## src/verilog/lock_pkg.sv

```systemverilog
// constants and types shared by the protection lock block
package lock_pkg;

  // ----------------------------------------------------------------
  // register byte offsets
  // ----------------------------------------------------------------
  localparam logic [7:0] OFF_KEY0 = 8'h00;
  localparam logic [7:0] OFF_KEY3 = 8'h0C;
  localparam logic [7:0] OFF_CMD = 8'h10;
  localparam logic [7:0] OFF_STATE = 8'h14;
  localparam logic [7:0] OFF_FAR = 8'h18;
  localparam logic [7:0] OFF_FSR = 8'h1C;
  localparam logic [7:0] OFF_FCR = 8'h20;
  localparam logic [7:0] OFF_IRQ_STAT = 8'h24;
  localparam logic [7:0] OFF_IRQ_CLR = 8'h28;
  localparam logic [7:0] OFF_IRQ_EN = 8'h2C;
  localparam logic [7:0] OFF_CFG = 8'h30;
  localparam logic [7:0] OFF_PA_BASE = 8'h40;
  localparam logic [5:0] PA_FIRST_IDX = 6'h10;

  // ----------------------------------------------------------------
  // field positions
  // ----------------------------------------------------------------
  localparam int CMD_KEY_STATUS_RESET_BIT = 2;
  localparam int CMD_LOCK_BIT = 1;
  localparam int CMD_UNLOCK_BIT = 0;
  localparam int STATE_LK_BIT = 0;
  localparam int FCR_CLR_BIT = 0;
  localparam int FSR_LOCAL_BIT = 8;
  localparam int FSR_SR_BIT = 5;
  localparam int FSR_SW_BIT = 4;
  localparam int FSR_UR_BIT = 2;
  localparam int FSR_UW_BIT = 1;

  // event bits of the interrupt status, enable and clear registers
  localparam int EV_W = 4;
  localparam int EV_SEQ = 0;
  localparam int EV_KEY = 1;
  localparam int EV_PERM = 2;
  localparam int EV_LOCK = 3;

  // ----------------------------------------------------------------
  // reset values
  // ----------------------------------------------------------------
  localparam logic [31:0] CFG_RST = 32'h0000_0000;
  localparam logic [31:0] PA_RST = 32'h0000_0000;
  localparam logic [EV_W-1:0] IEN_RST = 4'h0;

  // lock state
  typedef enum logic {
    LK_OPEN = 1'b0,
    LK_SHUT = 1'b1
  } lock_st_t;

endpackage

```

## src/verilog/protection_lock.sv

```systemverilog
// protection lock with key sequencing, fault capture and register guard
`timescale 1ns/1ps

module protection_lock #(
  parameter int NPA = 16,
  parameter int KEY_BITS = 128,
  parameter logic [31:0] BASE_ADDR = 32'h0000_0000
) (
  input wire logic clk,
  input wire logic rst,
  input wire logic wb_cyc_i,
  input wire logic wb_stb_i,
  input wire logic wb_we_i,
  input wire logic [7:0] wb_adr_i,
  input wire logic [3:0] wb_sel_i,
  input wire logic [31:0] wb_dat_i,
  output logic [31:0] wb_dat_o,
  output logic wb_ack_o,
  input wire logic supervisor,
  output logic lock_engaged,
  output logic exception,
  output logic irq,
  output logic [31:0] prot_config,
  output logic [NPA*32-1:0] page_attr
);

  // ----------------------------------------------------------------
  // state
  // ----------------------------------------------------------------
  localparam logic [127:0] KEY_MASK = {128{1'b1}} >> (128 - KEY_BITS);
  localparam logic [6:0] NPA7 = 7'(NPA);

  typedef struct packed {
    logic ack;
    logic [31:0] rdat;
    lock_pkg::lock_st_t lk;
    logic seq_open;
    logic [3:0] written;
    logic [127:0] key;
    logic [127:0] wkey;
    logic fvalid;
    logic [31:0] far;
    logic [31:0] fsr;
    logic exc;
    logic [lock_pkg::EV_W-1:0] ist;
    logic [lock_pkg::EV_W-1:0] ien;
    logic [31:0] cfg;
    logic [NPA*32-1:0] pa;
  } state_t;

  state_t s_q;
  state_t s_d;

  logic req;
  logic wr;
  logic rd;
  logic deny;
  logic seq_fault;
  logic key_fault;
  logic [lock_pkg::EV_W-1:0] ev;
  logic [lock_pkg::EV_W-1:0] ev_clr;
  logic [1:0] kidx;
  logic [5:0] pidx;
  logic [31:0] access_type;
  logic full_seq;

  // byte-lane merge of a write into a stored word
  function automatic logic [31:0] merge(input logic [31:0] old,
                                        input logic [31:0] nw,
                                        input logic [3:0] be);
    logic [31:0] r;
    r = old;
    for (int i = 0; i < 4; i++) begin
      if (be[i]) begin
        r[i*8 +: 8] = nw[i*8 +: 8];
      end
    end
    return r;
  endfunction

  // ----------------------------------------------------------------
  // request decode helpers
  // ----------------------------------------------------------------
  // one wait state: the request is taken on the edge that raises ack
  assign req = wb_cyc_i & wb_stb_i & ~s_q.ack;
  assign wr = req & wb_we_i;
  assign rd = req & ~wb_we_i;
  assign kidx = wb_adr_i[3:2];
  assign pidx = wb_adr_i[7:2] - lock_pkg::PA_FIRST_IDX;
  assign full_seq = s_q.seq_open & (&s_q.written);

  // access type recorded for a refused access, always a local access
  always_comb begin
    access_type = '0;
    access_type[lock_pkg::FSR_LOCAL_BIT] = 1'b1;
    if (supervisor) begin
      access_type[lock_pkg::FSR_SW_BIT] = wb_we_i;
      access_type[lock_pkg::FSR_SR_BIT] = ~wb_we_i;
    end else begin
      access_type[lock_pkg::FSR_UW_BIT] = wb_we_i;
      access_type[lock_pkg::FSR_UR_BIT] = ~wb_we_i;
    end
  end

  // ----------------------------------------------------------------
  // next state
  // ----------------------------------------------------------------
  always_comb begin
    s_d = s_q;
    s_d.ack = req;
    s_d.exc = 1'b0;
    deny = 1'b0;
    seq_fault = 1'b0;
    key_fault = 1'b0;
    ev = '0;
    ev_clr = '0;
    if (req) begin
      s_d.rdat = '0;
    end

    // address decode, unmapped words answer with zero
    if (wb_adr_i <= lock_pkg::OFF_KEY3) begin
      // key words are write-only and supervisor-only
      if (rd || (wr && !supervisor)) begin
        deny = 1'b1;
      end else if (wr) begin
        if (!s_q.seq_open || s_q.written[kidx]) begin
          seq_fault = 1'b1;
        end else begin
          s_d.wkey[kidx*32 +: 32] = merge(s_q.wkey[kidx*32 +: 32], wb_dat_i, wb_sel_i);
          s_d.written[kidx] = 1'b1;
        end
      end
    end else if (wb_adr_i == lock_pkg::OFF_CMD) begin
      if (rd || (wr && !supervisor)) begin
        deny = 1'b1;
      end else if (wr && wb_sel_i[0]) begin
        if (wb_dat_i[lock_pkg::CMD_KEY_STATUS_RESET_BIT]) begin
          // fresh sequence; a command in the same write sees it empty
          s_d.seq_open = 1'b1;
          s_d.written = '0;
        end
        if (wb_dat_i[lock_pkg::CMD_LOCK_BIT] && wb_dat_i[lock_pkg::CMD_UNLOCK_BIT]) begin
          seq_fault = 1'b1;
        end else if (wb_dat_i[lock_pkg::CMD_LOCK_BIT]) begin
          if (wb_dat_i[lock_pkg::CMD_KEY_STATUS_RESET_BIT] || !full_seq
              || s_q.lk == lock_pkg::LK_SHUT) begin
            seq_fault = 1'b1;
          end else begin
            s_d.lk = lock_pkg::LK_SHUT;
            s_d.key = s_q.wkey & KEY_MASK;
            s_d.seq_open = 1'b0;
            ev[lock_pkg::EV_LOCK] = 1'b1;
          end
        end else if (wb_dat_i[lock_pkg::CMD_UNLOCK_BIT]) begin
          if (wb_dat_i[lock_pkg::CMD_KEY_STATUS_RESET_BIT] || !full_seq
              || s_q.lk == lock_pkg::LK_OPEN) begin
            seq_fault = 1'b1;
          end else if (((s_q.wkey & KEY_MASK) ^ s_q.key) != '0) begin
            key_fault = 1'b1;
            s_d.seq_open = 1'b0;
          end else begin
            s_d.lk = lock_pkg::LK_OPEN;
            s_d.seq_open = 1'b0;
            ev[lock_pkg::EV_LOCK] = 1'b1;
          end
        end
      end
    end else if (wb_adr_i == lock_pkg::OFF_STATE) begin
      if (wr) begin
        deny = 1'b1;
      end else if (rd) begin
        s_d.rdat[lock_pkg::STATE_LK_BIT] = s_q.lk;
      end
    end else if (wb_adr_i == lock_pkg::OFF_FAR) begin
      if (wr) begin
        deny = 1'b1;
      end else if (rd) begin
        s_d.rdat = s_q.far;
      end
    end else if (wb_adr_i == lock_pkg::OFF_FSR) begin
      if (wr) begin
        deny = 1'b1;
      end else if (rd) begin
        s_d.rdat = s_q.fsr;
      end
    end else if (wb_adr_i == lock_pkg::OFF_FCR) begin
      if (rd) begin
        deny = 1'b1;
      end else if (wr && wb_sel_i[0] && wb_dat_i[lock_pkg::FCR_CLR_BIT]) begin
        s_d.fvalid = 1'b0;
        s_d.far = '0;
        s_d.fsr = '0;
      end
    end else if (wb_adr_i == lock_pkg::OFF_IRQ_STAT) begin
      if (rd) begin
        s_d.rdat[lock_pkg::EV_W-1:0] = s_q.ist;
      end
    end else if (wb_adr_i == lock_pkg::OFF_IRQ_CLR) begin
      if (wr && wb_sel_i[0]) begin
        ev_clr = wb_dat_i[lock_pkg::EV_W-1:0];
      end
    end else if (wb_adr_i == lock_pkg::OFF_IRQ_EN) begin
      if (rd) begin
        s_d.rdat[lock_pkg::EV_W-1:0] = s_q.ien;
      end else if (wr && wb_sel_i[0]) begin
        s_d.ien = wb_dat_i[lock_pkg::EV_W-1:0];
      end
    end else if (wb_adr_i == lock_pkg::OFF_CFG) begin
      if (rd) begin
        s_d.rdat = s_q.cfg;
      end else if (wr && (!supervisor || s_q.lk == lock_pkg::LK_SHUT)) begin
        deny = 1'b1;
      end else if (wr) begin
        s_d.cfg = merge(s_q.cfg, wb_dat_i, wb_sel_i);
      end
    end else if (wb_adr_i >= lock_pkg::OFF_PA_BASE && {1'b0, pidx} < NPA7) begin
      if (rd) begin
        s_d.rdat = s_q.pa[pidx*32 +: 32];
      end else if (wr && (!supervisor || s_q.lk == lock_pkg::LK_SHUT)) begin
        deny = 1'b1;
      end else if (wr) begin
        s_d.pa[pidx*32 +: 32] = merge(s_q.pa[pidx*32 +: 32], wb_dat_i, wb_sel_i);
      end
    end

    // a failed sequence must be restarted with a key reset
    if (seq_fault) begin
      s_d.seq_open = 1'b0;
    end

    // events of this request
    ev[lock_pkg::EV_SEQ] = seq_fault;
    ev[lock_pkg::EV_KEY] = key_fault;
    ev[lock_pkg::EV_PERM] = deny;

    // one fault is held; later ones are not recorded until software clears it
    if ((seq_fault || key_fault || deny) && !s_q.fvalid) begin
      s_d.fvalid = 1'b1;
      s_d.far = BASE_ADDR + {24'h00_0000, wb_adr_i};
      s_d.fsr = access_type;
      s_d.exc = 1'b1;
    end

    // set wins over a clear in the same cycle
    s_d.ist = (s_q.ist & ~ev_clr) | ev;
  end

  // ----------------------------------------------------------------
  // state register
  // ----------------------------------------------------------------
  always_ff @(posedge clk or posedge rst) begin
    if (rst) begin
      s_q.ack <= 1'b0;
      s_q.rdat <= '0;
      s_q.lk <= lock_pkg::LK_OPEN;
      s_q.seq_open <= 1'b0;
      s_q.written <= '0;
      s_q.key <= '0;
      s_q.wkey <= '0;
      s_q.fvalid <= 1'b0;
      s_q.far <= '0;
      s_q.fsr <= '0;
      s_q.exc <= 1'b0;
      s_q.ist <= '0;
      s_q.ien <= lock_pkg::IEN_RST;
      s_q.cfg <= lock_pkg::CFG_RST;
      s_q.pa <= {NPA{lock_pkg::PA_RST}};
    end else begin
      s_q <= s_d;
    end
  end

  // ----------------------------------------------------------------
  // outputs
  // ----------------------------------------------------------------
  assign wb_ack_o = s_q.ack;
  assign wb_dat_o = s_q.rdat;
  assign lock_engaged = (s_q.lk == lock_pkg::LK_SHUT);
  assign exception = s_q.exc;
  assign irq = |(s_q.ist & s_q.ien);
  assign prot_config = s_q.cfg;
  assign page_attr = s_q.pa;

endmodule

```

## config.mk

```make
export PLATFORM = sky130hd
export DESIGN_NAME = protection_lock
export DESIGN_NICKNAME = d
export VERILOG_FILES = /design/src/verilog/lock_pkg.sv /design/src/verilog/protection_lock.sv
export SDC_FILE = /design/constraint.sdc
export NUM_CORES = 2
export LEC_CHECK = 0
export ABC_AREA = 1
export BUFFER_PORTS_ARGS = -buffer_cell sky130_fd_sc_hd__clkbuf_2
export CORE_ASPECT_RATIO = 1.25
export CORE_MARGIN = 2
export CORE_UTILIZATION = 59
export DETAILED_ROUTE_END_ITERATION = 7
export PLACE_DENSITY = 0.82
export RECOVER_POWER = 25
export SYNTH_ARGS = -nofsm -noshare
export SYNTH_HDL_FRONTEND = slang
export SYNTH_SLANG_ARGS = --single-unit
```

## constraint.sdc

```tcl
create_clock -name clk -period 27.5 [get_ports clk]
set_clock_uncertainty 0.05 [all_clocks]
set_input_delay 0 -clock clk [delete_from_list [all_inputs] [get_ports clk]]
set_output_delay 0 -clock clk [all_outputs]
set_load 0.01 [all_outputs]
```

==> summary.md <==
The transition time at the pin with the least slew margin works out to 6.097 ns. Compared with the post-synthesis result, the final layout area differs by 4.459%. After floorplanning, the core was sized to cover 77310 µm². The vertical extent of the die was 316.2 µm. The number of flops mapped to enable cells by yosys works out to 0. For the clock network fraction of total power, the log shows 0.451. The routed layout has 42760 vias.

In this run, post-CTS repair resized a total of 0 instances. For the largest vdd supply drop, the log shows 0.05379 mV. The number of DRC markers in iteration 0 was 6457. Once the clock tree was built, the setup fixing pass inserted 0 buffers. The count of cells in the finished layout, fillers not included, comes to 6750. The worst path meets setup with 21.91 ns of slack. The final sum of negative setup slack is 0 ns, and the via count normalized by instance count is 6.334. The fraction of final layout cells with drive strength greater than 1 is 0.09018. The tools report the initial antenna violation count as 6. The checks that failed: DRC, hold timing, capacitance limit, slew limit.

The number of fill cells is 6793. Setup violations remaining at the end of the flow were counted as 0. The critical path goes through dlygate4sd3_1, clkbuf_2, clkinvlp_2, buf_4, buf_4.

Entering global routing, the biggest net connects 182 pins. The number of buffer cells added on primary ports works out to 629. The relative slew slack is -3.087, and the arrival time reported for the critical path endpoint is 6.21 ns. The wire length per cell came out at 26.02 µm.

Detailed-route DRC error count: 2. The first-pass iteration count of the detailed router was 8. The largest buffer count on any clock path was 3; the die span in x was 253.8 µm. For the final number of max-transition violations, the log shows 132.

Summed over all layers, the global routing overflow is 0. Critical path class: input pin to async pin. Setup repair after global routing left no endpoint under its margin.

TritonCTS built the clock tree. The analysis attributes to cell leakage a power of 22.00 nW. The run finished, with violations left.

Derived from the worst setup path, the maximum achievable clock frequency is 178.9 MHz. The run gives 44 as the quantity of hold-fixing buffers added after cts. Clock tree synthesis selected as its root buffer the cell sky130_fd_sc_hd__clkbuf_16. On the critical path, the stage with the largest delay is an instance of sky130_fd_sc_hd__clkinvlp_2. The worst setup path is launched from an input pin. Fraction of the core area covered by cells at the end of the flow: 0.6218. In this run the remaining antenna-violating nets after routing total 0. The number of sinks driven by the clock tree was 861; the CTS H-tree depth was 3.

In the post-synthesis netlist, the biggest area contributors are sky130_fd_sc_hd__dfrtp_1, sky130_fd_sc_hd__o21ai_0, sky130_fd_sc_hd__nand2_1. The tools report the capturing element type of the critical path as an async pin. The commonest cells after synthesis are sky130_fd_sc_hd__nand2_1, sky130_fd_sc_hd__o21ai_0, sky130_fd_sc_hd__dfrtp_1, sky130_fd_sc_hd__buf_4, sky130_fd_sc_hd__nor2_1. The logs give 0.5952 for the effective utilization at floorplan and 1.048 for the routability congestion estimate from global placement. The fraction of power spent switching nets came out at 0.2625. Total nets after synthesis: 5807.

The worst hold margin was -0.008213 ns. The cell area that synthesis handed to floorplanning was 46020 µm². The proportion of register bits with asynchronous set or reset after synthesis was 1.000. After layout, the minimum clock period comes to 5.590 ns.

The sequential area share after synthesis was 0.4682. The number of max-capacitance violations reported is 1, and the final count of hold timing violations is 1. In this design, the stage delay of the slowest critical-path cell is 3.34 ns.

The portion of the clock cycle consumed by the worst path in the final layout came out at 0.2033. Dividing total power by cell area gives a power density of 58.04 nW/µm². The flip-flop and latch count after synthesis is 861, and the register share of total power is 0.463. The clock reaches the later pin of the worst-skew pair after 0.69 ns. The final layout contains 5695 nets. In this run, CTS created clock tree buffers numbering 85. The internal power of the cells totals 2.057 mW.

The netlist uses 51 different library cells. The HPWL after detailed placement is 118200 µm, and the via count of the first global-routing pass is 39830. Along the worst path, the maximum fanout reaches 131. In this run, placement finished with an instance count of 6547.

The global-route usage over all layers is 0.4312, and the overall die area is 80260 µm². The fraction of post-synthesis cell area in the top cell type by area came out at 0.4682. The top flip-flop cell by instance count after synthesis was sky130_fd_sc_hd__dfrtp_1. STA puts the critical path data required time at 28.12 ns. The number of warnings reported in the yosys synthesis log came out at 0. Among all cell types in the netlist, the one instantiated most often is sky130_fd_sc_hd__nand2_1. The first global-routing pass estimated 255800 µm of wire. Before CTS, the worst setup slack after placement is 22.36 ns. In this design, the critical path's most frequently occurring cell is sky130_fd_sc_hd__buf_4.

The combinational power share is 0.085. The tightest min-delay check is of the input pin to register type. The gate count of the mapped netlist came out at 5746. The tools report the total length of routed wires as 175600 µm.

In this run the power spent charging and discharging nets is 732.4 µW. In this run the mean area of a mapped cell was 8.008 µm². The count of boundary I/O pins is 630, and the clock input transition at the sequential cells of the worst setup and hold paths is 0.06 ns.

The post-synthesis cell type with the largest combined area is sky130_fd_sc_hd__dfrtp_1. After floorplanning, the core was divided into 114 placement rows.
==> placed cells by master (no fill, tap or decap), types with 13 or more instances in the layout <==
cell type / instances
sky130_fd_sc_hd__clkinv_2: 13
sky130_fd_sc_hd__clkbuf_2: 181
sky130_fd_sc_hd__o211ai_1: 34
sky130_fd_sc_hd__o21ai_2: 13
sky130_fd_sc_hd__nand2_1: 1225
sky130_fd_sc_hd__mux2_2: 14
sky130_fd_sc_hd__xnor2_1: 46
sky130_fd_sc_hd__nor2_1: 387
sky130_fd_sc_hd__nand2_2: 14
sky130_fd_sc_hd__o221ai_1: 26
sky130_fd_sc_hd__clkbuf_16: 87
sky130_fd_sc_hd__clkbuf_1: 463
sky130_fd_sc_hd__a22o_1: 20
sky130_fd_sc_hd__nand3_1: 286
sky130_fd_sc_hd__o21ai_1: 33
sky130_fd_sc_hd__inv_1: 299
sky130_fd_sc_hd__o31ai_1: 23
sky130_fd_sc_hd__buf_4: 49
sky130_fd_sc_hd__xor2_1: 34
sky130_fd_sc_hd__nand4_1: 42
sky130_fd_sc_hd__o22ai_1: 93
sky130_fd_sc_hd__inv_2: 13
sky130_fd_sc_hd__a21oi_1: 178
sky130_fd_sc_hd__clkbuf_8: 16
sky130_fd_sc_hd__nor3_1: 25
sky130_fd_sc_hd__or2_2: 51
sky130_fd_sc_hd__o21ai_0: 1038
sky130_fd_sc_hd__dfrtp_1: 861
sky130_fd_sc_hd__dlygate4sd3_1: 44
==> critical path, delay by kind of cell <==
family,cells,cell delay [ns]
buf+inv,5,6.02
==> path summary, 6_finish.rpt <==
path | from | depth (start not counted) | slack [ns] | endpoint
setup / recovery | rst | 5 | 21.91 | s_q[655]
hold / removal | wb_adr_i[2] | 4 | -0.008 | s_q[875]
setup reg to reg | wb_ack_o | 9 | 22.67 | s_q[664]
hold reg to reg | s_q[547] | 2 | 0.44 | s_q[547]
max in group clk | wb_stb_i | 13 | 22.52 | s_q[664]
min in group asynchronous | rst | 3 | 1.74 | s_q[658]
==> cell type report <==
class | instances | area, µm² | area share
multi-input combinational | 3643 | 17580 | 0.3656
antenna | 6 | 15.01 | 0.0003124
clock buffer | 120 | 2461 | 0.05120
tap | 1044 | 1306 | 0.02718
clock inverter | 33 | 500.5 | 0.01041
sequential | 861 | 21550 | 0.4482
inverter | 319 | 1209 | 0.02515
timing repair buffer | 724 | 3455 | 0.07187
==> metrics by stage <==
step | power, mW | area [µm²]
2_1_floorplan | 1.461 | 46020
6_report | 2.790 | 48070
3_5_place_dp | 1.537 | 45220
4_1_cts | 2.772 | 48620
5_1_grt | 2.850 | 48050
3_3_place_gp | 1.532 | 45220
==> power by group through the flow <==
stage / Clock, mW / Combinational, mW / Sequential, mW
after floorplan: 0 / 0.147 / 1.31
after global placement: 0 / 0.218 / 1.31
after detailed placement: 0 / 0.222 / 1.31
after CTS: 1.25 / 0.228 / 1.29
after global routing: 1.30 / 0.254 / 1.29
final: 1.26 / 0.238 / 1.29
==> sequential cells by signal, indices dropped and copies added, names as in the netlist <==
signal        count
page_attr       512
wb_dat_o         32
wb_ack_o          1
prot_config      32
lock_engaged      1
exception         1
s_q             282
==> layer usage <==
| layer | up-vias | global-route usage | routed length [µm] |
|---|---|---|---|
| li1 | 18190 | - | - |
| met1 | 20220 | 0.5368 | 59850 |
| met2 | 3512 | 0.6298 | 75220 |
| met3 | 831 | 0.1438 | 24980 |
| met4 | 6 | 0.3120 | 15540 |
| met5 | - | 0 | 38 |
==> cells by family (layout without fill, tap and decap cells) <==
logic type	count (synthesis)	in the layout	share of synthesized area
flip-flops	861	861	0.4682
other	0	6	0
XOR/XNOR	81	81	0.01558
multiplexers	14	14	0.003426
AND/OR/NAND/NOR	2066	2066	0.1867
AO/OA/AOI/OAI	1471	1471	0.1712
buffers and inverters	1242	1196	0.1519
adder cells (fa/ha/maj)	11	11	0.002991
Note: power is estimated with default switching activity, not from simulation.
